### config.mk
export PLATFORM = sky130hd
export DESIGN_NAME = fhcr_regs
export DESIGN_NICKNAME = d
export VERILOG_FILES = /design/src/logic/fhcr_pkg.sv /design/src/logic/fhcr_regs.sv
export SDC_FILE = /design/constraint.sdc
export NUM_CORES = 1
export LEC_CHECK = 0
export BUFFER_PORTS_ARGS = -buffer_cell sky130_fd_sc_hd__buf_4
export CORE_ASPECT_RATIO = 0.9
export CORE_UTILIZATION = 57
export DETAILED_ROUTE_END_ITERATION = 16
export PLACE_DENSITY = 0.82
export REMOVE_ABC_BUFFERS = 1
export SYNTH_ARGS = -nofsm -noshare
export SYNTH_HDL_FRONTEND = slang
export SYNTH_SLANG_ARGS = --single-unit
### constraint.sdc
create_clock -name pclk -period 9 [get_ports pclk]
set_clock_uncertainty 0.1 [all_clocks]
set_input_delay 0.45 -clock pclk [delete_from_list [all_inputs] [get_ports pclk]]
set_output_delay 0.45 -clock pclk [all_outputs]
set_load 0.05 [all_outputs]
### src/logic/fhcr_pkg.sv
// Constants for the frame handler configuration register bank.
// Assumes an APB master with 32-bit data; registers sit in the low byte.
package fhcr_pkg;
  // Printed offsets are not multiples of four, so they are word indices
  localparam logic [7:0] IDX_SERIAL = 8'h84;
  localparam logic [7:0] IDX_CONTROL = 8'h85;
  localparam logic [7:0] IDX_ON_REQ = 8'h86;
  localparam logic [7:0] IDX_MASTER_PD = 8'h87;
  localparam logic [7:0] IDX_DEVICE_PD = 8'h88;
  localparam logic [7:0] IDX_CYCLE = 8'h89;
  localparam int ADDR_LSB = 2;
  localparam int ADDR_W = 12;
  // Control register fields
  localparam int CTL_RST = 7;
  localparam int CTL_SKIP = 6;
  localparam int CTL_CRC = 5;
  localparam int CTL_INT_SYNC = 4;
  localparam int CTL_EXT_SYNC = 3;
  localparam int CTL_LANE_HI = 2;
  localparam int CTL_LANE_LO = 1;
  localparam int CTL_EDGE = 0;
  localparam logic [5:0] CTL_CFG_RESET = 6'h00;
  // Length fields
  localparam logic [5:0] ON_REQ_RESET = 6'h01;
  localparam logic [5:0] PD_LEN_RESET = 6'h00;
  localparam logic [5:0] PD_LEN_MAX = 6'h20;
  // Cycle time fields and codes
  localparam int CYC_BASE_HI = 7;
  localparam int CYC_BASE_LO = 6;
  localparam logic [1:0] BASE_SMALL = 2'b00;
  localparam logic [1:0] BASE_MID = 2'b01;
  localparam logic [1:0] BASE_LARGE = 2'b10;
  localparam logic [1:0] BASE_RSVD = 2'b11;
  localparam logic [7:0] CYC_RESET = 8'h00;
  localparam logic [5:0] CYCLE_MULTIPLIER_ZERO = 6'h00;
  // Times in microseconds and cycles at 25 MHz
  localparam int CLK_MHZ = 25;
  localparam int BASE_SMALL_US = 100;
  localparam int BASE_MID_US = 400;
  localparam int BASE_LARGE_US = 1600;
  localparam int OFS_MID_US = 6400;
  localparam int OFS_LARGE_US = 32000;
  localparam int BASE_SMALL_CYC = BASE_SMALL_US * CLK_MHZ;
  localparam int BASE_MID_CYC = BASE_MID_US * CLK_MHZ;
  localparam int BASE_LARGE_CYC = BASE_LARGE_US * CLK_MHZ;
  localparam int OFS_MID_CYC = OFS_MID_US * CLK_MHZ;
  localparam int OFS_LARGE_CYC = OFS_LARGE_US * CLK_MHZ;
  localparam int CNT_W = 24;
  localparam logic [7:0] BYTE_ZERO = 8'h00;
  localparam logic [31:0] WORD_ZERO = 32'h0000_0000;
endpackage : fhcr_pkg

### src/logic/fhcr_regs.sv
// Frame handler configuration register bank with APB slave and cycle timer.
// Assumes a frame handler and serial transmitter beside it report idle and received data.
// Overview of operation
// - Serial data read returns last received byte; write sends the byte.
// - Writing reset bit one resets frame handler and cycle counter.
// - Reset or skip written one leaves lower six control bits unchanged.
// - Writing skip one resets frame handler but keeps cycle counter running.
// - Skip written zero while frame handler busy triggers frame handler reset.
// - Control bit 5 enables automatic checksum; resets to zero.
// - Control bit 4 enables internal synchronisation.
// - Control bit 3 enables external synchronisation.
// - Bits 2:1 select which transmit lane is the sync source.
// - Bit 0 picks sync edge: zero falling, one rising.
// - On-request length is six bits, upper bits reserved, resets to one.
// - Any length write while frame handler busy triggers frame handler reset.
// - Master process length holds bytes per master message, zero to 32.
// - Process length writes of 33 to 63 are discarded.
// - Device process length holds bytes per device message, zero to 32.
// - Base field picks 100us/none, 400us/6.4ms, or 1.6ms/32ms.
// - Smallest base with multiplier zero disables the cycle timer.
// - Cycle write with reserved base code is ignored entirely.
// - Cycle period equals offset plus base times multiplier.
//
// Added by the designer: the APB slave port.
module fhcr_regs
  import fhcr_pkg::*;
(
  input wire logic pclk,
  input wire logic presetn,
  input wire logic psel,
  input wire logic penable,
  input wire logic pwrite,
  input wire logic [ADDR_W-1:0] paddr,
  input wire logic [31:0] pwdata,
  input wire logic [3:0] pstrb,
  output logic [31:0] prdata,
  output logic pready,
  output logic pslverr,
  input wire logic frame_handler_idle,
  input wire logic [7:0] serial_rx_data,
  input wire logic serial_rx_valid,
  output logic [7:0] serial_tx_data,
  output logic serial_tx_start,
  input wire logic [3:0] tx_lanes,
  output logic frame_handler_reset,
  output logic crc_enable,
  output logic internal_sync_enable,
  output logic external_sync_enable,
  output logic [1:0] sync_lane_select,
  output logic sync_edge_select,
  output logic sync_event,
  output logic [5:0] on_request_byte_count,
  output logic [5:0] master_process_byte_count,
  output logic [5:0] device_process_byte_count,
  output logic [1:0] cycle_base,
  output logic [5:0] cycle_multiplier,
  output logic cycle_timer_enable,
  output logic cycle_tick
);

  ////////////////////////////////////////////////////////////////////////
  // State
  typedef enum logic [1:0] {FHCR_IDLE = 2'b00, FHCR_ACCESS = 2'b01} fhcr_phase_t;

  typedef struct packed {
    fhcr_phase_t phase;
    logic [31:0] rdata;
    logic err;
    logic [7:0] rx_byte;
    logic [7:0] tx_byte;
    logic tx_start;
    logic fh_reset;
    logic [5:0] ctl_cfg;
    logic [5:0] on_req;
    logic [5:0] mp_len;
    logic [5:0] dp_len;
    logic [7:0] cyc;
    logic [CNT_W-1:0] cyc_cnt;
    logic tick;
    logic sync_prev;
    logic sync_pulse;
  } fhcr_state_t;

  fhcr_state_t st;
  fhcr_state_t next_st;

  logic [7:0] widx;
  logic wr_fire;
  logic rd_fire;
  logic mapped;
  logic lane_now;
  logic [CNT_W-1:0] period;
  logic [CNT_W-1:0] base_cyc;
  logic [CNT_W-1:0] ofs_cyc;

  ////////////////////////////////////////////////////////////////////////
  // Decode; access phase always lasts one cycle
  assign widx = paddr[ADDR_LSB+7:ADDR_LSB];
  assign mapped = (widx >= IDX_SERIAL) && (widx <= IDX_CYCLE) && (paddr[ADDR_LSB-1:0] == 2'b00);
  assign wr_fire = psel && penable && pwrite && pready && mapped && pstrb[0];
  assign rd_fire = psel && penable && !pwrite && pready && mapped;

  // Period select; base and offset in clocks
  always_comb begin
    base_cyc = CNT_W'(BASE_SMALL_CYC);
    ofs_cyc = '0;
    case (st.cyc[CYC_BASE_HI:CYC_BASE_LO])
      BASE_MID: begin
        base_cyc = CNT_W'(BASE_MID_CYC);
        ofs_cyc = CNT_W'(OFS_MID_CYC);
      end
      BASE_LARGE: begin
        base_cyc = CNT_W'(BASE_LARGE_CYC);
        ofs_cyc = CNT_W'(OFS_LARGE_CYC);
      end
      default: begin
        base_cyc = CNT_W'(BASE_SMALL_CYC);
        ofs_cyc = '0;
      end
    endcase
  end
  // Widest product 1600us*25*63 plus 32ms fits 24 bits
  assign period = CNT_W'(ofs_cyc + base_cyc * CNT_W'(st.cyc[5:0]));
  assign lane_now = tx_lanes[st.ctl_cfg[CTL_LANE_HI:CTL_LANE_LO]];

  ////////////////////////////////////////////////////////////////////////
  // Next state
  always_comb begin
    next_st = st;
    next_st.tx_start = 1'b0;
    next_st.fh_reset = 1'b0;
    next_st.tick = 1'b0;
    next_st.sync_pulse = 1'b0;
    next_st.sync_prev = lane_now;
    // Received byte capture
    if (serial_rx_valid) begin
      next_st.rx_byte = serial_rx_data;
    end
    // Sync edge detect on selected lane, only when external sync on
    if (st.ctl_cfg[CTL_EXT_SYNC]) begin
      next_st.sync_pulse = st.ctl_cfg[CTL_EDGE] ? (lane_now && !st.sync_prev) : (!lane_now && st.sync_prev);
    end
    // APB phase tracking
    case (st.phase)
      FHCR_IDLE: begin
        if (psel && !penable) begin
          next_st.phase = FHCR_ACCESS;
        end
      end
      FHCR_ACCESS: begin
        next_st.phase = FHCR_IDLE;
      end
      default: begin
        next_st.phase = FHCR_IDLE;
      end
    endcase
    // Read data captured at setup for a registered answer
    if (psel && !penable) begin
      next_st.err = !((widx >= IDX_SERIAL) && (widx <= IDX_CYCLE));
      case (widx)
        IDX_SERIAL: next_st.rdata = {24'h00_0000, st.rx_byte};
        IDX_CONTROL: next_st.rdata = {24'h00_0000, 2'b00, st.ctl_cfg};
        IDX_ON_REQ: next_st.rdata = {24'h00_0000, 2'b00, st.on_req};
        IDX_MASTER_PD: next_st.rdata = {24'h00_0000, 2'b00, st.mp_len};
        IDX_DEVICE_PD: next_st.rdata = {24'h00_0000, 2'b00, st.dp_len};
        IDX_CYCLE: next_st.rdata = {24'h00_0000, st.cyc};
        default: next_st.rdata = WORD_ZERO;
      endcase
    end
    // Cycle counter; free run while enabled
    if (st.cyc != CYC_RESET) begin
      if (st.cyc_cnt + 1'b1 >= period) begin
        next_st.cyc_cnt = '0;
        next_st.tick = 1'b1;
      end else begin
        next_st.cyc_cnt = st.cyc_cnt + 1'b1;
      end
    end else begin
      next_st.cyc_cnt = '0;
    end
    // Register writes
    if (wr_fire) begin
      case (widx)
        IDX_SERIAL: begin
          next_st.tx_byte = pwdata[7:0];
          next_st.tx_start = 1'b1;
        end
        IDX_CONTROL: begin
          if (pwdata[CTL_RST]) begin
            next_st.fh_reset = 1'b1;
            next_st.cyc_cnt = '0;
          end else if (pwdata[CTL_SKIP]) begin
            next_st.fh_reset = 1'b1;
          end else begin
            next_st.ctl_cfg = pwdata[5:0];
            next_st.fh_reset = !frame_handler_idle;
          end
        end
        IDX_ON_REQ: begin
          next_st.on_req = pwdata[5:0];
          next_st.fh_reset = !frame_handler_idle;
        end
        IDX_MASTER_PD: begin
          if (pwdata[5:0] <= PD_LEN_MAX) begin
            next_st.mp_len = pwdata[5:0];
          end
          next_st.fh_reset = !frame_handler_idle;
        end
        IDX_DEVICE_PD: begin
          if (pwdata[5:0] <= PD_LEN_MAX) begin
            next_st.dp_len = pwdata[5:0];
          end
          next_st.fh_reset = !frame_handler_idle;
        end
        IDX_CYCLE: begin
          if (pwdata[CYC_BASE_HI:CYC_BASE_LO] != BASE_RSVD) begin
            next_st.cyc = pwdata[7:0];
            next_st.cyc_cnt = '0;
          end
        end
        default: begin
          next_st.err = st.err;
        end
      endcase
    end
  end

  ////////////////////////////////////////////////////////////////////////
  // Register the state
  always_ff @(posedge pclk or negedge presetn) begin
    if (!presetn) begin
      st <= '{phase: FHCR_IDLE, rdata: WORD_ZERO, err: 1'b0, rx_byte: BYTE_ZERO, tx_byte: BYTE_ZERO,
              tx_start: 1'b0, fh_reset: 1'b0, ctl_cfg: CTL_CFG_RESET, on_req: ON_REQ_RESET,
              mp_len: PD_LEN_RESET, dp_len: PD_LEN_RESET, cyc: CYC_RESET, cyc_cnt: '0, tick: 1'b0,
              sync_prev: 1'b0, sync_pulse: 1'b0};
    end else begin
      st <= next_st;
    end
  end

  ////////////////////////////////////////////////////////////////////////
  // Outputs
  assign pready = (st.phase == FHCR_ACCESS);
  assign pslverr = pready && st.err;
  assign prdata = st.rdata;
  assign serial_tx_data = st.tx_byte;
  assign serial_tx_start = st.tx_start;
  assign frame_handler_reset = st.fh_reset;
  assign crc_enable = st.ctl_cfg[CTL_CRC];
  assign internal_sync_enable = st.ctl_cfg[CTL_INT_SYNC];
  assign external_sync_enable = st.ctl_cfg[CTL_EXT_SYNC];
  assign sync_lane_select = st.ctl_cfg[CTL_LANE_HI:CTL_LANE_LO];
  assign sync_edge_select = st.ctl_cfg[CTL_EDGE];
  assign sync_event = st.sync_pulse;
  assign on_request_byte_count = st.on_req;
  assign master_process_byte_count = st.mp_len;
  assign device_process_byte_count = st.dp_len;
  assign cycle_base = st.cyc[CYC_BASE_HI:CYC_BASE_LO];
  assign cycle_multiplier = st.cyc[5:0];
  assign cycle_timer_enable = (st.cyc != CYC_RESET);
  assign cycle_tick = st.tick;
endmodule : fhcr_regs

==> results of run 1 <==
==> worst max-delay path: cells and delay by family, from the launching register on <==
| family | cells | cell delay (ns) |
|---|---|---|
| fa+ha+maj | 7 | 3.33 |
| simple gates | 5 | 1.93 |
| compound gates | 6 | 1.13 |
| flops | 1 | 0.49 |
| buf+inv | 4 | 0.48 |
==> layout make-up <==
class / count / area [sq um]
Fill cell: 991 / 4520
Multi-Input combinational cell: 507 / 4490
Sequential cell: 87 / 2180
Timing Repair Buffer: 95 / 716
Inverter: 87 / 327
Clock buffer: 10 / 239
Tap cell: 164 / 205
Clock inverter: 5 / 66.3
==> kinds of logic (layout without fill, tap and decap cells) <==
kind of cell / count (synthesis) / count (layout) / share of synthesized area (%)
fa+ha+maj: 111 / 111 / 22.3
mux: 53 / 53 / 9.02
xor+xnor: 33 / 33 / 3.86
buf+inv: 176 / 197 / 12.3
flops: 87 / 87 / 29.1
compound gates: 86 / 86 / 7.88
simple gates: 199 / 199 / 15.5
other cells: 1 / 25 / 0.0500
==> power by group through the flow <==
stage	logic (uW)	registers, uW	clock network (uW)
after floorplan	38.3	421	0
after global placement	85.6	410	0
after detailed placement	87.3	410	0
after CTS	87.9	403	391
after global routing	93.1	404	406
final	87.4	403	383
==> flip-flops by register name, summed over array words and instances (netlist names) <==
signal,cells
crc_enable,1
cycle_tick,1
sync_event,1
serial_tx_data,8
sync_lane_select,2
cycle_base,2
st,35
serial_tx_start,1
on_request_byte_count,6
cycle_multiplier,6
device_process_byte_count,6
internal_sync_enable,1
master_process_byte_count,6
external_sync_enable,1
prdata,8
sync_edge_select,1
frame_handler_reset,1
==> metrics by stage <==
stage | total power [uW] | cell area [sq um] | hold slack, ns
after detailed placement | 498 | 7900 | 0.168
after CTS | 882 | 8220 | 0.176
after global routing | 903 | 8220 | 0.177
final | 874 | 8220 | 0.184
after floorplan | 459 | 6990 | 0.0544
after global placement | 495 | 7900 | 0.165
==> cells in the final DEF, fill, tap and decap left out, drive strengths merged, types with 8 or more instances in the layout <==
cell,count
nand2,42
conb,25
ha,73
and3,9
nand2b,9
clkbuf,10
xnor2,15
a21oi,19
o21ai,14
a31oi,8
nor2,28
nor3,11
dfrtp,86
xor2,18
nor2b,17
nand3,13
nand4,13
fa,38
mux2,46
nor3b,27
and2,12
buf,94
a21o,8
inv,89
==> worst min-delay path by stage <==
| stage | endpoint | slack, ns | cells past startpoint |
|---|---|---|---|
| floorplan | crc_enable | 0.05 | 0 |
| global placement | st[22] | 0.17 | 1 |
| detailed placement | st[23] | 0.17 | 1 |
| CTS | frame_handler_reset | 0.18 | 2 |
| global route | frame_handler_reset | 0.18 | 2 |
| finish | frame_handler_reset | 0.18 | 2 |
==> routing by layer <==
| layer | part of all wire [%] | track usage, % | vias to the layer above |
|---|---|---|---|
| met5 | 0 | 0 | - |
| met3 | 6.1 | 7.25 | 20 |
| met1 | 42 | 31.4 | 2673 |
| met2 | 51 | 44.3 | 166 |
| li1 | - | - | 2533 |
| met4 | 1.5 | 7.97 | 0 |
==> timing repair <==
item,4_1_cts,5_1_grt
hold buffers,1,0
gates resized for setup,0,0
hold endpoints to repair,6,0
==> results_tabular.tex, run 1 <==
\begin{tabular}{lr}
\hline
Metric & Value \\
\hline
\multicolumn{2}{l}{\textbf{Run status}} \\
Status & complete, no violations \\
\multicolumn{2}{l}{\textbf{Floorplanning}} \\
Height of the chip & 111 microns \\
Starting utilization of the core area & around 59\% \\
Die W & 123 microns \\
Number of ports placed on the die boundary & 146 \\
Area of the die & between 0.01 and 0.015 sq mm \\
Number of placement rows & 39 \\
Standard cell core area & 0.0127 sq mm \\
\multicolumn{2}{l}{\textbf{Placement}} \\
Placed Cells & 939 \\
Input/output buffers & 92 \\
Routability congestion estimate & around 0.84 \\
Worst setup timing slack at the placement stage & about 1.5 ns \\
Hpwl dp & 12900 microns \\
\multicolumn{2}{l}{\textbf{Synthesis}} \\
Async SR Flop Fraction & 100\% \\
Post-synth cell types & 57 \\
EDFF count, synth & 0 \\
Cell with the most instances after synthesis & sky130\_fd\_sc\_hd\_\_inv\_1 \\
Share of Yosys cell area claimed by the top area cell type & 28.7\% \\
Number of cells produced by synthesis & 746 \\
Avg Inst Size Synth & 10.0 sq um \\
Synthesized cell area & 0.00749 sq mm \\
Sequential cell area fraction in the yosys report & roughly 29\% \\
Flop and latch count out of synthesis & 87 \\
Most frequently used flop master after synthesis & sky130\_fd\_sc\_hd\_\_dfrtp\_1 \\
Most frequent cells after synthesis & sky130\_fd\_sc\_hd\_\_inv\_1, sky130\_fd\_sc\_hd\_\_dfrtp\_1, sky130\_fd\_sc\_hd\_\_ha\_1, sky130\_fd\_sc\_hd\_\_buf\_4, sky130\_fd\_sc\_hd\_\_mux2\_2 \\
Cell types occupying the most area after synthesis & sky130\_fd\_sc\_hd\_\_dfrtp\_1, sky130\_fd\_sc\_hd\_\_ha\_1, sky130\_fd\_sc\_hd\_\_fa\_1 \\
Yosys warnings & 0 \\
Cell type with the highest aggregate area in the netlist & sky130\_fd\_sc\_hd\_\_dfrtp\_1 \\
\multicolumn{2}{l}{\textbf{Power and ir drop}} \\
Combinational fraction of design power & 10.0\% \\
Leakage power & between 0.004 and 0.005 uW \\
Internal power summed over all cells & roughly 650 uW \\
NetSw & 225 uW \\
Max rail drop VDD & 0.142 mV \\
Net Sw Frac & approximately a quarter \\
Part of the total power dissipated in the clock network & between 40\% and 50\% \\
Power Density & 106 mW/mm\^{}2 \\
Sequential Power Share & 46.2\% \\
\multicolumn{2}{l}{\textbf{Routing}} \\
Pre-Repair DR Iteration Count & 7 \\
Post-detailed-route wirelength per cell & between 15 and 20 microns \\
Post-route ant nets & 0 \\
Via Count & approximately 5400 \\
\# DRC & 0 \\
Total routed wirelength & 16500 microns \\
Starting DRC count in detailed routing & 281 \\
Average via count per standard cell & 5.65 \\
\multicolumn{2}{l}{\textbf{Clock tree}} \\
Root buf cell & sky130\_fd\_sc\_hd\_\_clkbuf\_16 \\
Clk sink count & 87 \\
Number of buffers inserted during clock tree synthesis & 9 \\
Post-CTS setup-driven buffer insertion count & 0 \\
TritonCTS clock tree & yes \\
Reg clk slew, reported paths & 0.06 ns \\
Max clock buf depth & 2 \\
Clock latency reported for the late side of the worst-skew pair & 0.35 ns \\
CTS H-Tree Depth & 3 \\
\multicolumn{2}{l}{\textbf{Critical path}} \\
Worst r2r src & cycle\_base[0] \\
Nature of the critical path endpoint & register \\
Terminus of the critical flop-to-flop path & st[7] \\
Cell depth of the worst flop-to-flop path & 22 \\
Cell with the largest stage delay on the worst path & sky130\_fd\_sc\_hd\_\_nand4\_1 \\
Critical-path cell list & inv\_1, ha\_1, inv\_1, nand2\_1, fa\_1, fa\_1, inv\_1, fa\_1, inv\_1, fa\_1, fa\_1, nor2b\_1, o31a\_1, o21bai\_1, a2111oi\_0, a211oi\_1, ha\_1, o21ai\_0, o21bai\_1, nor3b\_1, nand4\_1, nor3b\_1 \\
Data required, critical path & 9.13 ns \\
Most frequent cell on the critical path & sky130\_fd\_sc\_hd\_\_fa\_1 \\
Worst setup path endpoint & st[7] \\
Largest driver fanout on the critical path & 23 \\
CP peak stage delay & 0.81 ns \\
Setup slack of the worst register-to-register path & roughly 1.4 ns \\
Critical path class & register to register \\
Kind of launch point of the worst setup path & register \\
Critical Path Start & cycle\_base[0] \\
Worst path arrival time & between 7 and 8 ns \\
\multicolumn{2}{l}{\textbf{Worst hold path}} \\
Hold Startpoint & frame\_handler\_idle \\
Min-Delay Path Class & input port to register \\
\multicolumn{2}{l}{\textbf{STA}} \\
Actual transition at the worst max-transition pin & 1.08 ns \\
Final setup vio count & 0 \\
Sum Neg Setup Slack & 0 ns \\
Count of final max-slew check failures & 0 \\
Portion of the clock cycle consumed by the worst path in the final layout & 84.3\% \\
Count of final hold-check violations & 0 \\
Max-slew headroom & between 20\% and 30\% \\
Fin worst setup slack & roughly 1.4 ns \\
Setup repair after global routing missed its margin & false \\
Max Clk Rate & 0.132 GHz \\
Final critical-path required period & $\sim$7.6 ns \\
\multicolumn{2}{l}{\textbf{Global route}} \\
Overall global routing resource usage & about a quarter \\
Global-route wire length before repair & 27300 microns \\
Largest net degree at the start of global routing & 82 \\
GRT overflow & 0 \\
Antenna violations before repair & 0 \\
Number of global-route vias before repair & 5700 \\
\multicolumn{2}{l}{\textbf{Flow run}} \\
Reported max-cap violation count & 0 \\
\multicolumn{2}{l}{\textbf{Final layout}} \\
Ratio of cells with drive above 1 in the final layout & 21.5\% \\
Total inserted antenna cells & 0 \\
Final-stage net count & 965 \\
Non-filler cells, final & 955 \\
Area growth from synthesis to final layout & 9.65\% \\
Post-Route Utilization & between 60\% and 70\% \\
\hline
\end{tabular}
Power figures use the tool's default switching activity.
==> inputs of run 2 (changes only) <==
- CORE_UTILIZATION: 57 -> 52
- PLACE_DENSITY: 0.82 -> 0.79
- clock period: 9 -> 6.3 ns (I/O delays scaled with it)
==> run 2 against run 1 <==
Effect of this change:
- total power increased by 41%
- critical endpoint is now st[24]
- sequential share of layout area decreased by 1.2 points
- largest cell class unchanged
- via count grew 0.63%
- utilization down 3.4 points
==> results_tabular.tex, run 2 (same netlist as run 1, synthesis figures left out) <==
\begin{tabular}{lr}
\hline
Metric & Value \\
\hline
\multicolumn{2}{l}{\textbf{Global route}} \\
Antenna violations before repair & 0 (unchanged) \\
Global-route wire length before repair & 27400 microns (was 27300 microns) \\
Number of global-route vias before repair & 5675 (was 5700) \\
Overall global routing resource usage & 23.9\% (was 25.9\%) \\
Largest net degree at the start of global routing & 78 (was 82) \\
GRT overflow & 0 (unchanged) \\
\multicolumn{2}{l}{\textbf{STA}} \\
Sum Neg Setup Slack & 0 ns (unchanged) \\
Max-slew headroom & 34.2\% (was 27.8\%) \\
Final setup vio count & 0 (unchanged) \\
Fin worst setup slack & 0.229 ns (was 1.41 ns) \\
Actual transition at the worst max-transition pin & 0.988 ns (was 1.08 ns) \\
Portion of the clock cycle consumed by the worst path in the final layout & 96.4\% (was 84.3\%) \\
Max Clk Rate & 0.165 GHz (was 0.132 GHz) \\
Count of final hold-check violations & 0 (unchanged) \\
Count of final max-slew check failures & 0 (unchanged) \\
Final critical-path required period & 6.07 ns (was 7.59 ns) \\
\multicolumn{2}{l}{\textbf{Routing}} \\
Pre-Repair DR Iteration Count & 6 (was 7) \\
Total routed wirelength & 16900 microns (was 16500 microns) \\
Post-route ant nets & 0 (unchanged) \\
Via Count & 5426 (was 5392) \\
Post-detailed-route wirelength per cell & 16.8 microns (was 17.3 microns) \\
Average via count per standard cell & 5.42 (was 5.65) \\
Starting DRC count in detailed routing & 249 (was 281) \\
\# DRC & 0 (unchanged) \\
\multicolumn{2}{l}{\textbf{Power and ir drop}} \\
Leakage power & 0.00439 uW (was 0.00428 uW) \\
Power Density & 143 mW/mm\^{}2 (was 106 mW/mm\^{}2) \\
Sum of internal, switching and leakage power & 1230 uW (was 874 uW) \\
Max rail drop VDD & 0.173 mV (was 0.142 mV) \\
\multicolumn{2}{l}{\textbf{Final layout}} \\
Max reg flops & 35 (unchanged) \\
Ratio of cells with drive above 1 in the final layout & 27.8\% (was 21.5\%) \\
Area growth from synthesis to final layout & 14.7\% (was 9.65\%) \\
Fillers & 1181 (was 991) \\
Commonest cells after routing, fill and taps aside & sky130\_fd\_sc\_hd\_\_buf\_4, sky130\_fd\_sc\_hd\_\_inv\_1, sky130\_fd\_sc\_hd\_\_dfrtp\_1 (unchanged) \\
Total inserted antenna cells & 0 (unchanged) \\
Most common library cell in the layout ignoring fill and taps & sky130\_fd\_sc\_hd\_\_buf\_4 (unchanged) \\
Final-stage net count & 982 (was 965) \\
Reg with most FFs & st (unchanged) \\
\multicolumn{2}{l}{\textbf{Clock tree}} \\
TritonCTS clock tree & yes (unchanged) \\
Reg clk slew, reported paths & 0.07 ns (was 0.06 ns) \\
CTS H-Tree Depth & 3 (unchanged) \\
Clk sink count & 87 (unchanged) \\
Clock latency reported for the late side of the worst-skew pair & 0.36 ns (was 0.35 ns) \\
Max clock buf depth & 2 (unchanged) \\
Number of buffers inserted during clock tree synthesis & 9 (unchanged) \\
Root buf cell & sky130\_fd\_sc\_hd\_\_clkbuf\_16 (unchanged) \\
\multicolumn{2}{l}{\textbf{Placement}} \\
Worst setup timing slack at the placement stage & -0.0949 ns (was 1.55 ns) \\
Input/output buffers & 92 (unchanged) \\
Routability congestion estimate & 0.876 (was 0.844) \\
Hpwl dp & 13000 microns (was 12900 microns) \\
\multicolumn{2}{l}{\textbf{Critical path}} \\
Kind of launch point of the worst setup path & register (unchanged) \\
Critical path class & register to register (unchanged) \\
Cell depth of the worst flop-to-flop path & 23 (was 22) \\
Worst r2r src & cycle\_base[0] (unchanged) \\
Data required, critical path & 6.46 ns (was 9.13 ns) \\
Worst path arrival time & 6.23 ns (was 7.72 ns) \\
Setup slack of the worst register-to-register path & 0.23 ns (was 1.41 ns) \\
Largest driver fanout on the critical path & 5 (was 23) \\
Terminus of the critical flop-to-flop path & st[24] (was st[7]) \\
Nature of the critical path endpoint & register (unchanged) \\
Critical Path Start & cycle\_base[0] (unchanged) \\
\multicolumn{2}{l}{\textbf{Floorplanning}} \\
Starting utilization of the core area & 53.3\% (was 58.8\%) \\
Number of placement rows & 41 (was 39) \\
Die W & 129 microns (was 123 microns) \\
Number of ports placed on the die boundary & 146 (unchanged) \\
Area of the die & 0.0149 sq mm (was 0.0136 sq mm) \\
Standard cell core area & 0.0141 sq mm (was 0.0127 sq mm) \\
Height of the chip & 116 microns (was 111 microns) \\
\multicolumn{2}{l}{\textbf{Run status}} \\
Status & complete, no violations (unchanged) \\
\multicolumn{2}{l}{\textbf{Flow run}} \\
Reported max-cap violation count & 0 (unchanged) \\
\multicolumn{2}{l}{\textbf{Worst hold path}} \\
Hold Startpoint & frame\_handler\_idle (unchanged) \\
Min-Delay Path Class & input port to register (unchanged) \\
Worst hold stages & 2 (unchanged) \\
Terminating pin of the worst hold path & frame\_handler\_reset (unchanged) \\
\hline
\end{tabular}
run 2: changes by cell type in the layout (fill, tap and decap cells not counted), moves of 3 or more:
cell	previous run	this run
sky130_fd_sc_hd__buf_4	94	108
sky130_fd_sc_hd__nor3b_1	27	15
sky130_fd_sc_hd__nor3b_2	0	12
sky130_fd_sc_hd__ha_1	73	67
sky130_fd_sc_hd__ha_4	0	4
sky130_fd_sc_hd__buf_6	0	3
run 2: critical path: stages (launching register included):
cell and delay (ns):
sky130_fd_sc_hd__dfrtp_2 0.46, sky130_fd_sc_hd__inv_4 0.11, sky130_fd_sc_hd__ha_4 0.22, sky130_fd_sc_hd__and2_1 0.17, sky130_fd_sc_hd__fa_1 0.47, sky130_fd_sc_hd__fa_1 0.52, sky130_fd_sc_hd__fa_1 0.56, sky130_fd_sc_hd__inv_1 0.06
sky130_fd_sc_hd__fa_1 0.49, sky130_fd_sc_hd__inv_1 0.04, sky130_fd_sc_hd__ha_1 0.30, sky130_fd_sc_hd__a21oi_1 0.15, sky130_fd_sc_hd__o21ai_1 0.14, sky130_fd_sc_hd__a2111o_1 0.42, sky130_fd_sc_hd__o221ai_2 0.18, sky130_fd_sc_hd__xnor2_1 0.16
sky130_fd_sc_hd__ha_1 0.28, sky130_fd_sc_hd__a211oi_2 0.23, sky130_fd_sc_hd__o21bai_2 0.10, sky130_fd_sc_hd__nor3b_2 0.18, sky130_fd_sc_hd__nand4_1 0.10, sky130_fd_sc_hd__buf_4 0.18, sky130_fd_sc_hd__buf_4 0.16, sky130_fd_sc_hd__nor3b_1 0.20
run 2: metal layers:
metal	GRT usage [%]	vias to the layer above	part of all wire, %	wire (microns)
met1	27.3	2665	41	6950
li1	-	2574	-	-
met4	8.71	0	2.0	344
met3	7.29	32	6.1	1030
met2	42.5	155	51	8540
met5	0	-	0	0
run 2: timing repair:
item / in CTS / in global routing
hold buffers: 1 / 0
gates cloned: 2 / 0
pin swaps: 3 / 13
setup endpoints to repair: 18 / 24
buffers inserted: 0 / 2
endpoints found under the hold margin: 10 / 0
resized for setup: 16 / 37
run 2: per-stage QoR:
stage          hold slack (ns)  cell area [sq um]  util, %  cells
2_1_floorplan          -0.0806               6990        -    681
3_3_place_gp            0.0594               8040     57.2    981
3_5_place_dp            0.0604               8040     57.2    981
4_1_cts                 0.0236               8410     59.8   1000
5_1_grt                 0.0278               8600     61.2   1002
6_report                0.0267               8600     61.2   1002
run 2: report_power, final:
group | switching (uW) | leakage, uW | internal (uW)
Combinational | 87.7 | 0.00308 | 37.6
Sequential | 5.93 | 0.00117 | 569
Clock | 255 | 0.000142 | 278
run 2: how the worst max path moves through the flow:
stage | slack [ns] | end
after CTS | 0.02 | st[23]
final | 0.23 | st[24]
after global routing | -0.08 | st[21]
after detailed placement | -0.09 | st[5]
after global placement | 0.07 | st[18]
after floorplan | -0.56 | cycle_tick
run 2: layout make-up:
| class | instances | area (sq um) | share of cell area, % |
|---|---|---|---|
| clock buffers | 9 | 225 | 2.62 |
| repair buffers | 112 | 855 | 9.94 |
| clock inverters | 7 | 63.8 | 0.742 |
| inverters | 87 | 329 | 3.83 |
| multi-input cells | 507 | 4700 | 54.7 |
| flip-flops and latches | 87 | 2180 | 25.4 |
| well taps | 193 | 241 | 2.81 |
